### config.mk
export PLATFORM = sky130hd
export DESIGN_NAME = cfgp_config_data_port
export DESIGN_NICKNAME = d
export VERILOG_FILES = /design/src/cfgp_pkg.sv /design/src/cfgp_config_data_port.sv /design/src/cfgp_fifo.sv /design/src/cfgp_sync.sv
export VERILOG_INCLUDE_DIRS = /design/src
export SDC_FILE = /design/constraint.sdc
export NUM_CORES = 1
export LEC_CHECK = 0
export BUFFER_PORTS_ARGS = -buffer_cell sky130_fd_sc_hd__buf_2
export CORE_UTILIZATION = 54
export DETAILED_ROUTE_END_ITERATION = 10
export PLACE_DENSITY_LB_ADDON = 0.1
export SLEW_MARGIN = 5
export SYNTH_ARGS = -nofsm -noshare
export SYNTH_HDL_FRONTEND = slang
export SYNTH_SLANG_ARGS = --single-unit
### constraint.sdc
create_clock -name CLOCK -period 5.4 [get_ports CLOCK]
set_input_delay 0.81 -clock CLOCK [delete_from_list [all_inputs] [get_ports CLOCK]]
set_output_delay 0.81 -clock CLOCK [all_outputs]
set_load 0.03 [all_outputs]
### src/cfgp_params.svh
`ifndef CFGP_PARAMS_SVH
`define CFGP_PARAMS_SVH

// ----------------------------------------
// Timing
// ----------------------------------------
`define CFGP_CLK_PERIOD_NS 20
// Shortest half period of the driven configuration clock in slow mode
`define CFGP_CONFIG_CLOCK_HALF_NS 400
`define CFGP_CONFIG_CLOCK_HALF_CYC \
    ((`CFGP_CONFIG_CLOCK_HALF_NS + `CFGP_CLK_PERIOD_NS - 1) / `CFGP_CLK_PERIOD_NS)

// ----------------------------------------
// Widths and sizes
// ----------------------------------------
`define CFGP_BYTE_BITS 8
`define CFGP_BASE_ADDR_BITS 18
`define CFGP_EXT_ADDR_BITS 4
`define CFGP_FIFO_DEPTH 4
`define CFGP_SYNC_BITS 18

// ----------------------------------------
// Mode pin codes and fixed values
// ----------------------------------------
`define CFGP_M_MASTER_SERIAL 3'h0
`define CFGP_M_SLAVE_SERIAL 3'h7
`define CFGP_M_MASTER_PAR 3'h4
`define CFGP_M_SYNC_PERIPH 3'h3
`define CFGP_M_ASYNC_PERIPH 3'h5
`define CFGP_M_EXPRESS 3'h6
`define CFGP_STATUS_FILL 7'h7F
`define CFGP_RESET_ADDR 22'h000000

`endif

### src/cfgp_pkg.sv
package cfgp_pkg;

    typedef enum logic [1:0] {
        ST_CLEAR,
        ST_WAIT_INIT,
        ST_LOAD,
        ST_RELEASED
    } cfgp_state_t;

    typedef enum logic [2:0] {
        MODE_MASTER_SERIAL,
        MODE_SLAVE_SERIAL,
        MODE_MASTER_PAR,
        MODE_ASYNC_PERIPH,
        MODE_SYNC_PERIPH,
        MODE_EXPRESS
    } cfgp_mode_t;

endpackage

### src/cfgp_config_data_port.sv
`timescale 1ns/1ps
`include "cfgp_params.svh"

// Contract
// - Selected only when select_low_n low, select_high high; sync peripheral ignores both, express uses select_high only
// - Write strobe low captures data bus byte
// - Read strobe drives D7 ready, others high
// - Both strobes low: write wins, read ignored
// - Express: select_high enables data acceptance
// - Master parallel drives 18-bit PROM address
// - Larger variants add 4 high address bits
// - Parallel and peripheral take bytes on bus
// - Serial modes sample input on clock rise
// - Parallel modes: serial input is bit D0
// - Non-express modes forward serial data out
// - Output changes on fall, 1.5 periods later
// - Express: serial out enables downstream device
// - Signal ready; host writes only when ready
// - Drive clock in master, async peripheral modes
// - Sample mode pins after init goes high
module cfgp_config_data_port #(
    parameter int EXT_ADDR_BITS = `CFGP_EXT_ADDR_BITS,
    parameter bit EXT_ADDR_EN = 1'b0,
    parameter int FIFO_DEPTH = `CFGP_FIFO_DEPTH,
    parameter int CONFIG_CLOCK_HALF = `CFGP_CONFIG_CLOCK_HALF_CYC
) (
    input wire logic CLOCK,
    input wire logic NRST,
    input wire logic PROGRAM_N,
    input wire logic INIT_N,
    input wire logic [2:0] MODE_SELECT_PINS,
    input wire logic SELECT_LOW_N,
    input wire logic SELECT_HIGH,
    input wire logic WRITE_STROBE_N,
    input wire logic READ_STROBE_N,
    input wire logic [7:0] CONFIG_DATA_BUS_I,
    output logic [7:0] CONFIG_DATA_BUS_O,
    output logic [7:0] CONFIG_DATA_BUS_OE,
    input wire logic CONFIG_CLOCK_I,
    output logic CONFIG_CLOCK_O,
    output logic CONFIG_CLOCK_OE,
    output logic SERIAL_DATA_OUT,
    output logic SERIAL_DATA_OUT_OE,
    output logic [`CFGP_BASE_ADDR_BITS+EXT_ADDR_BITS-1:0] PROM_ADDRESS,
    output logic [`CFGP_BASE_ADDR_BITS+EXT_ADDR_BITS-1:0] PROM_ADDRESS_OE,
    output logic READY_BUSY_OUT,
    output logic READY_BUSY_OUT_OE,
    input wire logic CONFIG_DONE,
    input wire logic CHAIN_PASS,
    output logic [7:0] CFG_BYTE,
    output logic CFG_VALID,
    input wire logic CFG_READY,
    output logic LOADING
);
    localparam int AW = `CFGP_BASE_ADDR_BITS + EXT_ADDR_BITS;

    initial
    begin
        if (EXT_ADDR_BITS < 0 || EXT_ADDR_BITS > 4 || CONFIG_CLOCK_HALF < 1 || CONFIG_CLOCK_HALF > 65535)
        begin
            $error("cfgp_config_data_port: unsupported parameter values");
        end
    end

    // ----------------------------------------
    // Pin synchronisers
    // ----------------------------------------
    logic [`CFGP_SYNC_BITS-1:0] pins_s;
    logic s_prog_n;
    logic s_init_n;
    logic [2:0] s_mode;
    logic s_cs_low_n;
    logic s_cs_high;
    logic s_ws_n;
    logic s_rs_n;
    logic [7:0] s_bus;
    logic s_config_clock;

    cfgp_sync #(
        .W(`CFGP_SYNC_BITS),
        .RST_VAL('1)
    ) u_sync (
        .CLOCK(CLOCK),
        .NRST(NRST),
        .d({PROGRAM_N, INIT_N, MODE_SELECT_PINS, SELECT_LOW_N, SELECT_HIGH,
            WRITE_STROBE_N, READ_STROBE_N, CONFIG_DATA_BUS_I, CONFIG_CLOCK_I}),
        .q(pins_s)
    );

    assign {s_prog_n, s_init_n, s_mode, s_cs_low_n, s_cs_high, s_ws_n, s_rs_n,
            s_bus, s_config_clock} = pins_s;

    // ----------------------------------------
    // State
    // ----------------------------------------
    cfgp_pkg::cfgp_state_t state, next_state;
    cfgp_pkg::cfgp_mode_t mode, next_mode;
    logic config_clock_o, next_config_clock_o;
    logic [15:0] div_cnt, next_div_cnt;
    logic prev_config_clock, next_prev_config_clock;
    logic prev_ws_n, next_prev_ws_n;
    logic [7:0] shift, next_shift;
    logic [2:0] bit_cnt, next_bit_cnt;
    logic stage_a, next_stage_a;
    logic stage_b, next_stage_b;
    logic dout, next_dout;
    logic addr_step, next_addr_step;
    logic [AW-1:0] addr, next_addr;
    logic [7:0] hold_byte, next_hold_byte;
    logic hold_full, next_hold_full;
    logic [7:0] bus_o, next_bus_o;
    logic [7:0] bus_oe, next_bus_oe;
    logic rdy, next_rdy;

    logic fifo_in_ready;
    logic loading;
    logic master;
    logic config_clock_lvl;
    logic rise;
    logic fall;
    logic selected;
    logic ws_fall;
    logic serial_in;
    logic push;
    cfgp_pkg::cfgp_mode_t pin_mode;

    assign loading = (state == cfgp_pkg::ST_LOAD);
    assign master = (mode == cfgp_pkg::MODE_MASTER_SERIAL)
                 || (mode == cfgp_pkg::MODE_MASTER_PAR)
                 || (mode == cfgp_pkg::MODE_ASYNC_PERIPH);
    assign config_clock_lvl = master ? config_clock_o : s_config_clock;
    assign rise = loading && config_clock_lvl && !prev_config_clock;
    assign fall = loading && !config_clock_lvl && prev_config_clock;
    assign selected = !s_cs_low_n && s_cs_high;
    assign ws_fall = prev_ws_n && !s_ws_n;
    // The serial input pin doubles as bit 0 of the parallel bus
    assign serial_in = s_bus[0];
    assign push = hold_full && fifo_in_ready;

    always_comb
    begin
        unique case (s_mode)
            `CFGP_M_MASTER_SERIAL: pin_mode = cfgp_pkg::MODE_MASTER_SERIAL;
            `CFGP_M_SLAVE_SERIAL: pin_mode = cfgp_pkg::MODE_SLAVE_SERIAL;
            `CFGP_M_MASTER_PAR: pin_mode = cfgp_pkg::MODE_MASTER_PAR;
            `CFGP_M_SYNC_PERIPH: pin_mode = cfgp_pkg::MODE_SYNC_PERIPH;
            `CFGP_M_ASYNC_PERIPH: pin_mode = cfgp_pkg::MODE_ASYNC_PERIPH;
            `CFGP_M_EXPRESS: pin_mode = cfgp_pkg::MODE_EXPRESS;
            default: pin_mode = cfgp_pkg::MODE_SLAVE_SERIAL;
        endcase
    end

    always_comb
    begin
        next_state = state;
        next_mode = mode;
        next_config_clock_o = config_clock_o;
        next_div_cnt = div_cnt;
        next_prev_config_clock = config_clock_lvl;
        next_prev_ws_n = s_ws_n;
        next_shift = shift;
        next_bit_cnt = bit_cnt;
        next_stage_a = stage_a;
        next_stage_b = stage_b;
        next_dout = dout;
        next_addr_step = addr_step;
        next_addr = addr;
        next_hold_byte = hold_byte;
        next_hold_full = hold_full;
        next_bus_o = 8'h00;
        next_bus_oe = 8'h00;
        next_rdy = 1'b0;

        // ----------------------------------------
        // Sequencing
        // ----------------------------------------
        unique case (state)
            cfgp_pkg::ST_CLEAR:
            begin
                if (s_prog_n)
                begin
                    next_state = cfgp_pkg::ST_WAIT_INIT;
                end
            end
            cfgp_pkg::ST_WAIT_INIT:
            begin
                if (s_init_n)
                begin
                    next_mode = pin_mode;
                    next_state = cfgp_pkg::ST_LOAD;
                end
            end
            cfgp_pkg::ST_LOAD:
            begin
                if (CONFIG_DONE)
                begin
                    next_state = cfgp_pkg::ST_RELEASED;
                end
            end
            cfgp_pkg::ST_RELEASED:
            begin
                next_state = cfgp_pkg::ST_RELEASED;
            end
        endcase

        // ----------------------------------------
        // Driven configuration clock
        // ----------------------------------------
        // Hold the clock low while a byte waits, so the source stalls
        if (loading && master && !(hold_full && !config_clock_o))
        begin
            if (div_cnt == 16'(CONFIG_CLOCK_HALF - 1))
            begin
                next_div_cnt = 16'h0000;
                next_config_clock_o = !config_clock_o;
            end
            else
            begin
                next_div_cnt = div_cnt + 16'h0001;
            end
        end

        // ----------------------------------------
        // Byte capture
        // ----------------------------------------
        if (push)
        begin
            next_hold_full = 1'b0;
        end
        unique case (mode)
            cfgp_pkg::MODE_MASTER_SERIAL, cfgp_pkg::MODE_SLAVE_SERIAL:
            begin
                if (rise)
                begin
                    // First bit of a byte lands in bit 0
                    next_shift = {serial_in, shift[7:1]};
                    next_bit_cnt = bit_cnt + 3'h1;
                    if (bit_cnt == 3'h7 && !hold_full)
                    begin
                        next_hold_byte = {serial_in, shift[7:1]};
                        next_hold_full = 1'b1;
                    end
                end
            end
            cfgp_pkg::MODE_MASTER_PAR:
            begin
                if (rise)
                begin
                    next_bit_cnt = bit_cnt + 3'h1;
                    if (bit_cnt == 3'h7 && !hold_full)
                    begin
                        next_hold_byte = s_bus;
                        next_hold_full = 1'b1;
                        next_addr_step = 1'b1;
                    end
                end
                if (fall && addr_step)
                begin
                    next_addr_step = 1'b0;
                    next_addr = addr + AW'(1);
                end
            end
            cfgp_pkg::MODE_ASYNC_PERIPH:
            begin
                if (loading && selected && ws_fall && !hold_full)
                begin
                    next_hold_byte = s_bus;
                    next_hold_full = 1'b1;
                end
                // A write strobe in the same cycle suppresses the status read
                if (loading && selected && !s_rs_n && s_ws_n)
                begin
                    next_bus_o = {!hold_full, `CFGP_STATUS_FILL};
                    next_bus_oe = 8'hFF;
                end
            end
            cfgp_pkg::MODE_SYNC_PERIPH:
            begin
                if (rise && !hold_full)
                begin
                    next_hold_byte = s_bus;
                    next_hold_full = 1'b1;
                end
            end
            cfgp_pkg::MODE_EXPRESS:
            begin
                if (rise && s_cs_high && !hold_full)
                begin
                    next_hold_byte = s_bus;
                    next_hold_full = 1'b1;
                end
            end
        endcase
        if (mode == cfgp_pkg::MODE_ASYNC_PERIPH || mode == cfgp_pkg::MODE_SYNC_PERIPH)
        begin
            next_rdy = !next_hold_full;
        end

        // ----------------------------------------
        // Serial forwarding
        // ----------------------------------------
        if (mode == cfgp_pkg::MODE_EXPRESS)
        begin
            next_dout = CHAIN_PASS;
        end
        else
        begin
            if (rise)
            begin
                next_stage_a = serial_in;
                next_stage_b = stage_a;
            end
            if (fall)
            begin
                next_dout = stage_b;
            end
        end

        // A restart clears the sequencer, counters, address and hold slot; the FIFO keeps its bytes
        if (!s_prog_n)
        begin
            next_state = cfgp_pkg::ST_CLEAR;
            next_config_clock_o = 1'b0;
            next_div_cnt = 16'h0000;
            next_bit_cnt = 3'h0;
            next_addr = AW'(`CFGP_RESET_ADDR);
            next_addr_step = 1'b0;
            next_hold_full = 1'b0;
            next_dout = 1'b0;
        end
    end

    always_ff @(posedge CLOCK or negedge NRST)
    begin
        if (!NRST)
        begin
            state <= cfgp_pkg::ST_CLEAR;
            mode <= cfgp_pkg::MODE_SLAVE_SERIAL;
            config_clock_o <= 1'b0;
            div_cnt <= 16'h0000;
            prev_config_clock <= 1'b1;
            prev_ws_n <= 1'b1;
            shift <= 8'h00;
            bit_cnt <= 3'h0;
            stage_a <= 1'b0;
            stage_b <= 1'b0;
            dout <= 1'b0;
            addr_step <= 1'b0;
            addr <= AW'(`CFGP_RESET_ADDR);
            hold_byte <= 8'h00;
            hold_full <= 1'b0;
            bus_o <= 8'h00;
            bus_oe <= 8'h00;
            rdy <= 1'b0;
        end
        else
        begin
            state <= next_state;
            mode <= next_mode;
            config_clock_o <= next_config_clock_o;
            div_cnt <= next_div_cnt;
            prev_config_clock <= next_prev_config_clock;
            prev_ws_n <= next_prev_ws_n;
            shift <= next_shift;
            bit_cnt <= next_bit_cnt;
            stage_a <= next_stage_a;
            stage_b <= next_stage_b;
            dout <= next_dout;
            addr_step <= next_addr_step;
            addr <= next_addr;
            hold_byte <= next_hold_byte;
            hold_full <= next_hold_full;
            bus_o <= next_bus_o;
            bus_oe <= next_bus_oe;
            rdy <= next_rdy;
        end
    end

    // ----------------------------------------
    // Byte buffer toward the configuration core
    // ----------------------------------------
    cfgp_fifo #(
        .WIDTH(`CFGP_BYTE_BITS),
        .DEPTH(FIFO_DEPTH)
    ) u_fifo (
        .CLOCK(CLOCK),
        .NRST(NRST),
        .in_valid(hold_full),
        .in_ready(fifo_in_ready),
        .in_data(hold_byte),
        .out_valid(CFG_VALID),
        .out_ready(CFG_READY),
        .out_data(CFG_BYTE)
    );

    // ----------------------------------------
    // Pin drivers, all released outside loading
    // ----------------------------------------
    assign CONFIG_DATA_BUS_O = bus_o;
    assign CONFIG_DATA_BUS_OE = loading ? bus_oe : 8'h00;
    assign CONFIG_CLOCK_O = config_clock_o;
    assign CONFIG_CLOCK_OE = loading && master;
    assign SERIAL_DATA_OUT = dout;
    assign SERIAL_DATA_OUT_OE = loading;
    assign PROM_ADDRESS = addr;
    assign PROM_ADDRESS_OE = (loading && mode == cfgp_pkg::MODE_MASTER_PAR)
        ? {{EXT_ADDR_BITS{EXT_ADDR_EN}}, {`CFGP_BASE_ADDR_BITS{1'b1}}}
        : '0;
    assign READY_BUSY_OUT = rdy;
    assign READY_BUSY_OUT_OE = loading && (mode == cfgp_pkg::MODE_ASYNC_PERIPH
                                        || mode == cfgp_pkg::MODE_SYNC_PERIPH);
    assign LOADING = loading;
endmodule // cfgp_config_data_port

### src/cfgp_fifo.sv
`timescale 1ns/1ps

module cfgp_fifo #(
    parameter int WIDTH = 8,
    parameter int DEPTH = 4
) (
    input wire logic CLOCK,
    input wire logic NRST,
    input wire logic in_valid,
    output logic in_ready,
    input wire logic [WIDTH-1:0] in_data,
    output logic out_valid,
    input wire logic out_ready,
    output logic [WIDTH-1:0] out_data
);
    localparam int PW = (DEPTH > 1) ? $clog2(DEPTH) : 1;
    localparam int CW = $clog2(DEPTH + 1);

    logic [WIDTH-1:0] mem [DEPTH];
    logic [PW-1:0] wr_ptr;
    logic [PW-1:0] rd_ptr;
    logic [CW-1:0] count;
    logic [PW-1:0] next_wr_ptr;
    logic [PW-1:0] next_rd_ptr;
    logic [CW-1:0] next_count;
    logic do_push;
    logic do_pop;

    initial
    begin
        if (DEPTH < 2 || WIDTH < 1)
        begin
            $error("cfgp_fifo: DEPTH must be at least 2 and WIDTH at least 1");
        end
    end

    assign in_ready = (count != CW'(DEPTH));
    assign out_valid = (count != '0);
    assign out_data = mem[rd_ptr];
    assign do_push = in_valid && in_ready;
    assign do_pop = out_valid && out_ready;

    always_comb
    begin
        next_wr_ptr = wr_ptr;
        next_rd_ptr = rd_ptr;
        next_count = count;
        if (do_push)
        begin
            next_wr_ptr = (wr_ptr == PW'(DEPTH - 1)) ? '0 : wr_ptr + PW'(1);
        end
        if (do_pop)
        begin
            next_rd_ptr = (rd_ptr == PW'(DEPTH - 1)) ? '0 : rd_ptr + PW'(1);
        end
        if (do_push && !do_pop)
        begin
            next_count = count + CW'(1);
        end
        else if (do_pop && !do_push)
        begin
            next_count = count - CW'(1);
        end
    end

    always_ff @(posedge CLOCK or negedge NRST)
    begin
        if (!NRST)
        begin
            wr_ptr <= '0;
            rd_ptr <= '0;
            count <= '0;
        end
        else
        begin
            wr_ptr <= next_wr_ptr;
            rd_ptr <= next_rd_ptr;
            count <= next_count;
        end
    end

    // Storage has no reset; out_valid guards every read
    always_ff @(posedge CLOCK)
    begin
        if (do_push)
        begin
            mem[wr_ptr] <= in_data;
        end
    end
endmodule // cfgp_fifo

### src/cfgp_sync.sv
`timescale 1ns/1ps

module cfgp_sync #(
    parameter int W = 1,
    parameter logic [W-1:0] RST_VAL = '1
) (
    input wire logic CLOCK,
    input wire logic NRST,
    input wire logic [W-1:0] d,
    output logic [W-1:0] q
);
    logic [W-1:0] meta;

    initial
    begin
        if (W < 1)
        begin
            $error("cfgp_sync: W must be at least 1");
        end
    end

    // Two stages; only the second is read by the block
    always_ff @(posedge CLOCK or negedge NRST)
    begin
        if (!NRST)
        begin
            meta <= RST_VAL;
            q <= RST_VAL;
        end
        else
        begin
            meta <= d;
            q <= meta;
        end
    end
endmodule // cfgp_sync

==> flow_summary_export.csv, run 1 <==
group,metric,value,unit
sta,finalSetupViolations,0,
drt,firstDrtPassIters,8,
floorplan,initial_utilization,56.30,%
sta,drv_slew,0,
grt,grt_max_degree,60,
sta,slew_headroom,43.31,%
worst_setup_path,cp_cell_sequence,"or3b_4 -> nor2_1 -> buf_2",
final_layout,drive_gt1_share,33.93,%
pwr,p_int,2.131,mW
pwr,power.share.combinational,14.1,%
pwr,p_total,2.949,mW
place,place.port_buffers,94,
grt,grt-ovfl-total,0,
grt,grt_pass1_wl,20350,um
drt,vias_per_cell,5.567,
pwr,p_clk_share,39.2,%
clock_network,ctsResizeCount,0,
worst_setup_path,max_stage_delay,660,ps
worst_setup_path,cp.required,4590,ps
clock_network,post_cts_buffers,0,
min_path,hp-class,"reg2reg",
final_layout,final_common_cell,"buf_2",
clock_network,cts_tree,"built",
place,hpwl,8374,um
clock_network,htreeDepth,4,
synth,ys.flop_type,"dfrtp_1",
drt,drc,4,
synth,synth_async_sr_flop_share,78.23,%
worst_setup_path,cp.arrival,2380,ps
sta,fin_crit,3188,ps
grt,first_global_vias,4039,
drt,drt_iter0_drc,191,
sta,setup_tns,0,ps
status,status,"complete, but fails checks",
grt,grtUsageTotal,21.14,%
clock_network,cts_root_buf,"clkbuf_16",
worst_setup_path,path_delay_family,"simple AND/OR/NAND/NOR gates",
final_layout,area_growth_syn_to_layout,14.27,%
sta,hold_viol_final,0,
job,drv_cap,0,
worst_setup_path,cp-start-kind,"flip-flop",
synth,synth_warnings,0,
floorplan,ioPinCount,99,
grt,use_met3,5.076,%
clock_network,cts_made_buffers,17,
clock_network,insertion_delay,420,ps
drt,num_vias,4209,
floorplan,row_count,39,
clock_network,cts.clk_slew.worst_paths,60,ps
worst_setup_path,cp.buffers_inverters,1,
grt,use_met2,34.53,%
synth,synth_top_cell_area_share,29.09,%
grt,antenna_found_initial,0,
floorplan,core_area,11610,um2
clock_network,cts_hold_buf,0,
place,gp_congestion,0.8067,
sta,finClkSkew,8.185,ps
sta,min_period_over_period,59.04,%
synth,synth_area,6539,um2
drt,antenna_left,0,
final_layout,nets,636,
pwr,power.switching,818.4,uW
grt,grt-busiest-layer,"met2",
pwr,swShare,27.75,%
worst_setup_path,cp_max_fo,18,
pwr,pwr-share-seq,46.7,%
clock_network,ctsLongestPathBuffers,2,
sta,tightest_slew,847.2,ps
sta,rsz0062_at_grt,"no",
synth,yosysSeqAreaShare,59.45,%
synth,synth_cells,534,
clock_network,cts_num_sinks,147,
grt,grtUsageMet1,27.29,%
drt,wl_per_cell,16.11,um
place,dpl_worst_slack,2645,ps
synth,synth_edf_count,32,
worst_setup_path,criticalPathCategory,"reg2out",
status,failed_checks,"DRC",
worst_setup_path,crit_path_top_delay_cell,"nor2_1",
floorplan,die_x,112.0,um
pwr,p_leak,3.280,nW
pwr,p_per_area,394.7,nW/um2
synth,syn_avg_cell_area,12.24,um2
drt,wl,12180,um
final_layout,layout_common_cells,"buf_2, dfrtp_1, o21ai_0",
floorplan,die_y,112.0,um
sta,fin_ws,2212,ps
synth,synth_area_leaders,"dfrtp_1, dfstp_2, edfxtp_1, mux2_2, buf_4",
sta,fmax,313.7,MHz
final_layout,antenna_cells,0,
floorplan,die_area,12550,um2
worst_setup_path,end_kind,"output pin",
synth,synth_cell_types,64,
synth,synth-seq-cells,147,
pwr,peakVddDrop,0.0001787,V
synth,yosysTopAreaCell,"dfrtp_1",
==> flip-flops by register name, summed over array words and instances (netlist names), 2 cells and up <==
signal,cells
mode,3
div_cnt,16
u_sync.q,18
u_fifo.count,3
PROM_ADDRESS,22
u_fifo.wr_ptr,2
state,2
u_sync.meta,18
bit_cnt,3
u_fifo.mem,32
hold_byte,8
u_fifo.rd_ptr,2
shift,7
==> final timing paths <==
check | from | end | slack (ps) | cells after the start
setup / recovery | mode[2] | PROM_ADDRESS_OE[7] | 2210 | 3
hold / removal | u_sync.meta[13] | u_sync.q[13] | 350 | 0
setup reg to reg | state[0] | PROM_ADDRESS[7] | 2830 | 6
hold reg to reg | u_sync.meta[13] | u_sync.q[13] | 350 | 0
max in group asynchronous | NRST | addr_step | 3780 | 2
min in group asynchronous | NRST | bus_oe[6] | 440 | 1
==> metal layers <==
| metal | part of all wire [%] | wire length (um) | up-vias |
|---|---|---|---|
| li1 | - | - | 2030 |
| met3 | 3.8 | 461 | 15 |
| met4 | 1.9 | 226 | 0 |
| met1 | 44 | 5350 | 2083 |
| met2 | 50 | 6141 | 81 |
| met5 | 0 | 0 | - |
==> power groups by stage <==
stage               clock network (mW)  registers (mW)  logic [mW]
global placement                     0            1.39       0.410
CTS                               1.18            1.38       0.420
finish                            1.16            1.38       0.415
detailed placement                   0            1.40       0.418
global route                      1.23            1.40       0.451
floorplan                            0            1.34       0.355
==> Yosys cell counts (all sizes together), types with 3 or more instances <==
master   n
a21oi   27
and2     6
and3     4
buf     43
clkbuf   9
dfrtp   76
dfstp   39
edfxtp  32
ha      12
inv     13
mux2    27
mux2i    5
mux4     8
nand2   37
nand2b   4
nand3   13
nand3b   3
nand4   12
nor2    29
nor2b    4
nor3     8
nor4     6
o21a     3
o21ai   44
o31ai    7
or3     18
or4      4
xnor2    3
xor2     5
==> per-stage QoR <==
step | utilization (%) | hold WS, ps | std cells | cell area [um2]
after floorplan | - | 345.2 | 537 | 6550
after global placement | 59.27 | 346.3 | 724 | 6883
after detailed placement | 59.27 | 346.8 | 724 | 6883
after CTS | 64.34 | 356.0 | 756 | 7472
after global routing | 64.34 | 354.4 | 756 | 7472
final | 64.34 | 353.5 | 756 | 7472
==> logic make-up (layout without fill, tap and decap cells) <==
logic type,Yosys count,in the layout,share of synthesized area (%)
AOI/OAI and AO/OA,95,95,8.860
xor gates and xnor gates,8,8,1.072
adders and majority gates,13,13,2.602
buffers and inverters,65,141,5.855
DFF,147,147,59.45
muxes,40,40,8.171
other,1,4,0.05735
and+or+nand+nor,165,165,13.93
==> layout make-up <==
cell class,count,area [um2]
flip-flops and latches,147,3887
fillers,933,4141
well taps,143,178.9
multi-input cells,325,2280
inverters,13,48.80
repair buffers,96,488.0
clock inverters,14,138.9
clock buffers,18,450.4
No activity file was read; power rests on OpenSTA's default activity.
==> run 2: changes to the inputs <==
--- a/config.mk
+++ b/config.mk
@@ -7,7 +7,7 @@
 export NUM_CORES = 1
 export LEC_CHECK = 0
 export BUFFER_PORTS_ARGS = -buffer_cell sky130_fd_sc_hd__buf_2
-export CORE_UTILIZATION = 54
+export CORE_UTILIZATION = 51
 export DETAILED_ROUTE_END_ITERATION = 10
 export PLACE_DENSITY_LB_ADDON = 0.1
 export SLEW_MARGIN = 5
==> constraint.sdc (replaced) <==
create_clock -name CLOCK -period 2.84 [get_ports CLOCK]
set_input_delay 0.426 -clock CLOCK [delete_from_list [all_inputs] [get_ports CLOCK]]
set_output_delay 0.426 -clock CLOCK [all_outputs]
set_load 0.03 [all_outputs]
==> run 2 against run 1 <==
Against the previous run:
- combinational power rose by 93%
- global-route usage fell by 0.54 points
- non-clock buffer count rose by 4
- clock skew rose by 0.67 ps
- via count rose by 0.59%
- setup slack got worse by 1800 ps
- hold slack got worse by 340 ps
- critical path type is now reg2reg
- the flow now finishes without violations
- highest routed layer unchanged
- sequential power rose by 90%
- largest power group unchanged
==> flow_summary_export.csv, run 2 (synthesis results as in run 1) <==
group,metric,value,unit
sta,fin_crit,2465,ps
final_layout,nets,640,
floorplan,die_area,13280,um2
floorplan,die_x,115.2,um
final_layout,fillers,987,
drt,drt_iter0_drc,251,
drt,drc,0,
grt,grtUsageTotal,20.60,%
final_layout,multi_input_area,2280,um2
final_layout,final_common_cell,"buf_2",
pwr,peakVddDrop,0.0003065,V
worst_setup_path,cp_max_fo,19,
worst_setup_path,max_stage_delay,640,ps
place,place.port_buffers,94,
sta,hold_viol_final,0,
worst_setup_path,rr_worst_depth,5,
sta,min_period_over_period,86.80,%
clock_network,cts.clk_slew.worst_paths,60,ps
worst_setup_path,crit_path_top_delay_cell,"or4_1",
drt,wl,12290,um
floorplan,row_count,40,
clock_network,cts_tree,"built",
worst_setup_path,criticalPathCategory,"reg2reg",
drt,num_vias,4234,
grt,antenna_found_initial,0,
worst_setup_path,cp-start-kind,"flip-flop",
grt,grtUsageMet1,26.98,%
grt,use_met2,32.77,%
drt,wl_per_cell,15.66,um
sta,hold-worst-slack,16.42,ps
grt,grt-ovfl-total,0,
final_layout,utilization,61.40,%
sta,tightest_slew,758.1,ps
clock_network,ctsResizeCount,0,
final_layout,layout_common_cells,"buf_2, dfrtp_1, o21ai_0",
clock_network,htreeDepth,4,
clock_network,post_cts_buffers,0,
grt,grt_pass1_wl,20520,um
clock_network,insertion_delay,430,ps
clock_network,cts_made_buffers,17,
drt,vias_per_cell,5.394,
final_layout,seq_area,3887,um2
pwr,p_per_area,740.6,nW/um2
worst_setup_path,path_delay_family,"simple AND/OR/NAND/NOR gates",
final_layout,drive_gt1_share,34.20,%
final_layout,antenna_cells,0,
sta,setup_tns,0,ps
worst_setup_path,end_kind,"flip-flop",
grt,grt-busiest-layer,"met2",
final_layout,largest_reg_flops,32,
status,status,"completed",
floorplan,initial_utilization,53.33,%
min_path,hp-class,"in2async",
sta,finalSetupViolations,0,
job,drv_cap,0,
floorplan,ioPinCount,99,
final_layout,top_register,"u_fifo.mem",
grt,first_global_vias,4046,
worst_setup_path,cp_cell_sequence,"nor2b_4 -> or3b_1 -> nand4b_2 -> or4_1 -> a21oi_1",
worst_setup_path,rr_startpoint,"mode[0]",
pwr,p_leak,3.295,nW
worst_setup_path,reg2reg_to,"PROM_ADDRESS[5]",
worst_setup_path,cp.arrival,2810,ps
clock_network,cts_root_buf,"clkbuf_16",
clock_network,ctsLongestPathBuffers,2,
floorplan,core_area,12260,um2
worst_setup_path,cp.buffers_inverters,0,
clock_network,cts_num_sinks,147,
worst_setup_path,cp.required,3190,ps
drt,firstDrtPassIters,5,
sta,finClkSkew,8.855,ps
final_layout,area_growth_syn_to_layout,15.14,%
clock_network,cts_hold_buf,0,
grt,use_met3,5.482,%
grt,grt_max_degree,55,
sta,drv_slew,0,
sta,slew_headroom,49.28,%
sta,fmax,405.6,MHz
floorplan,die_y,115.2,um
worst_setup_path,r2r_setup_slack,370,ps
sta,rsz0062_at_grt,"no",
drt,antenna_left,0,
place,gp_congestion,0.8167,
place,hpwl,8429,um
## run 2: cell types whose count changed in the layout (fill, tap and decap cells not counted)
cell       before  now
buf_12          0    1
buf_4           3    6
clkbuf_16      18   17
clkinv_1        0    1
clkinv_2        2    1
clkinv_4        2    1
inv_6           5    7
## run 2: worst max path at each step
stage               slack (ps)  cells past startpoint  startpoint                  end
floorplan                  230                      4     mode[2]  PROM_ADDRESS_OE[10]
global placement           450                      5     mode[0]      PROM_ADDRESS[9]
detailed placement         380                      5     mode[0]      PROM_ADDRESS[5]
CTS                        360                      5     mode[0]      PROM_ADDRESS[5]
global route               160                      5     mode[0]      PROM_ADDRESS[7]
finish                     370                      5     mode[0]      PROM_ADDRESS[5]
## run 2: metal layers
metal	vias to the layer above	part of all wire, %
li1	2039	-
met1	2102	45
met2	79	49
met3	14	3.7
met4	0	1.5
met5	-	0
## run 2: power breakdown
| group | switching (mW) | internal [mW] | leakage [nW] |
|---|---|---|---|
| sequential | 0.217 | 2.40 | 1.74 |
| combinational | 0.430 | 0.372 | 1.28 |
| clock | 0.923 | 1.23 | 0.277 |
## run 2: final cells by class
cell class,count,area share (%)
Clock buffer,17,5.651
Clock inverter,15,1.944
Inverter,13,0.6482
Multi-Input combinational cell,325,30.28
Timing Repair Buffer,100,7.047
Tap cell,168,2.792
Sequential cell,147,51.64
## run 2: worst reg2reg max path, stage by stage (launching register included)
cell	delay, ps
dfstp_2	600
nor2b_4	210
or3b_1	340
nand4b_2	440
or4_1	640
a21oi_1	160
## run 2: through the flow
step	cells	area [um2]	power (mW)	setup slack, ps
2_1_floorplan	537	6550	3.229	231.3
3_3_place_gp	753	6957	3.437	451.7
3_5_place_dp	753	6957	3.475	384.1
4_1_cts	785	7528	5.638	363.4
5_1_grt	785	7528	5.826	161.3
6_report	785	7528	5.576	374.8
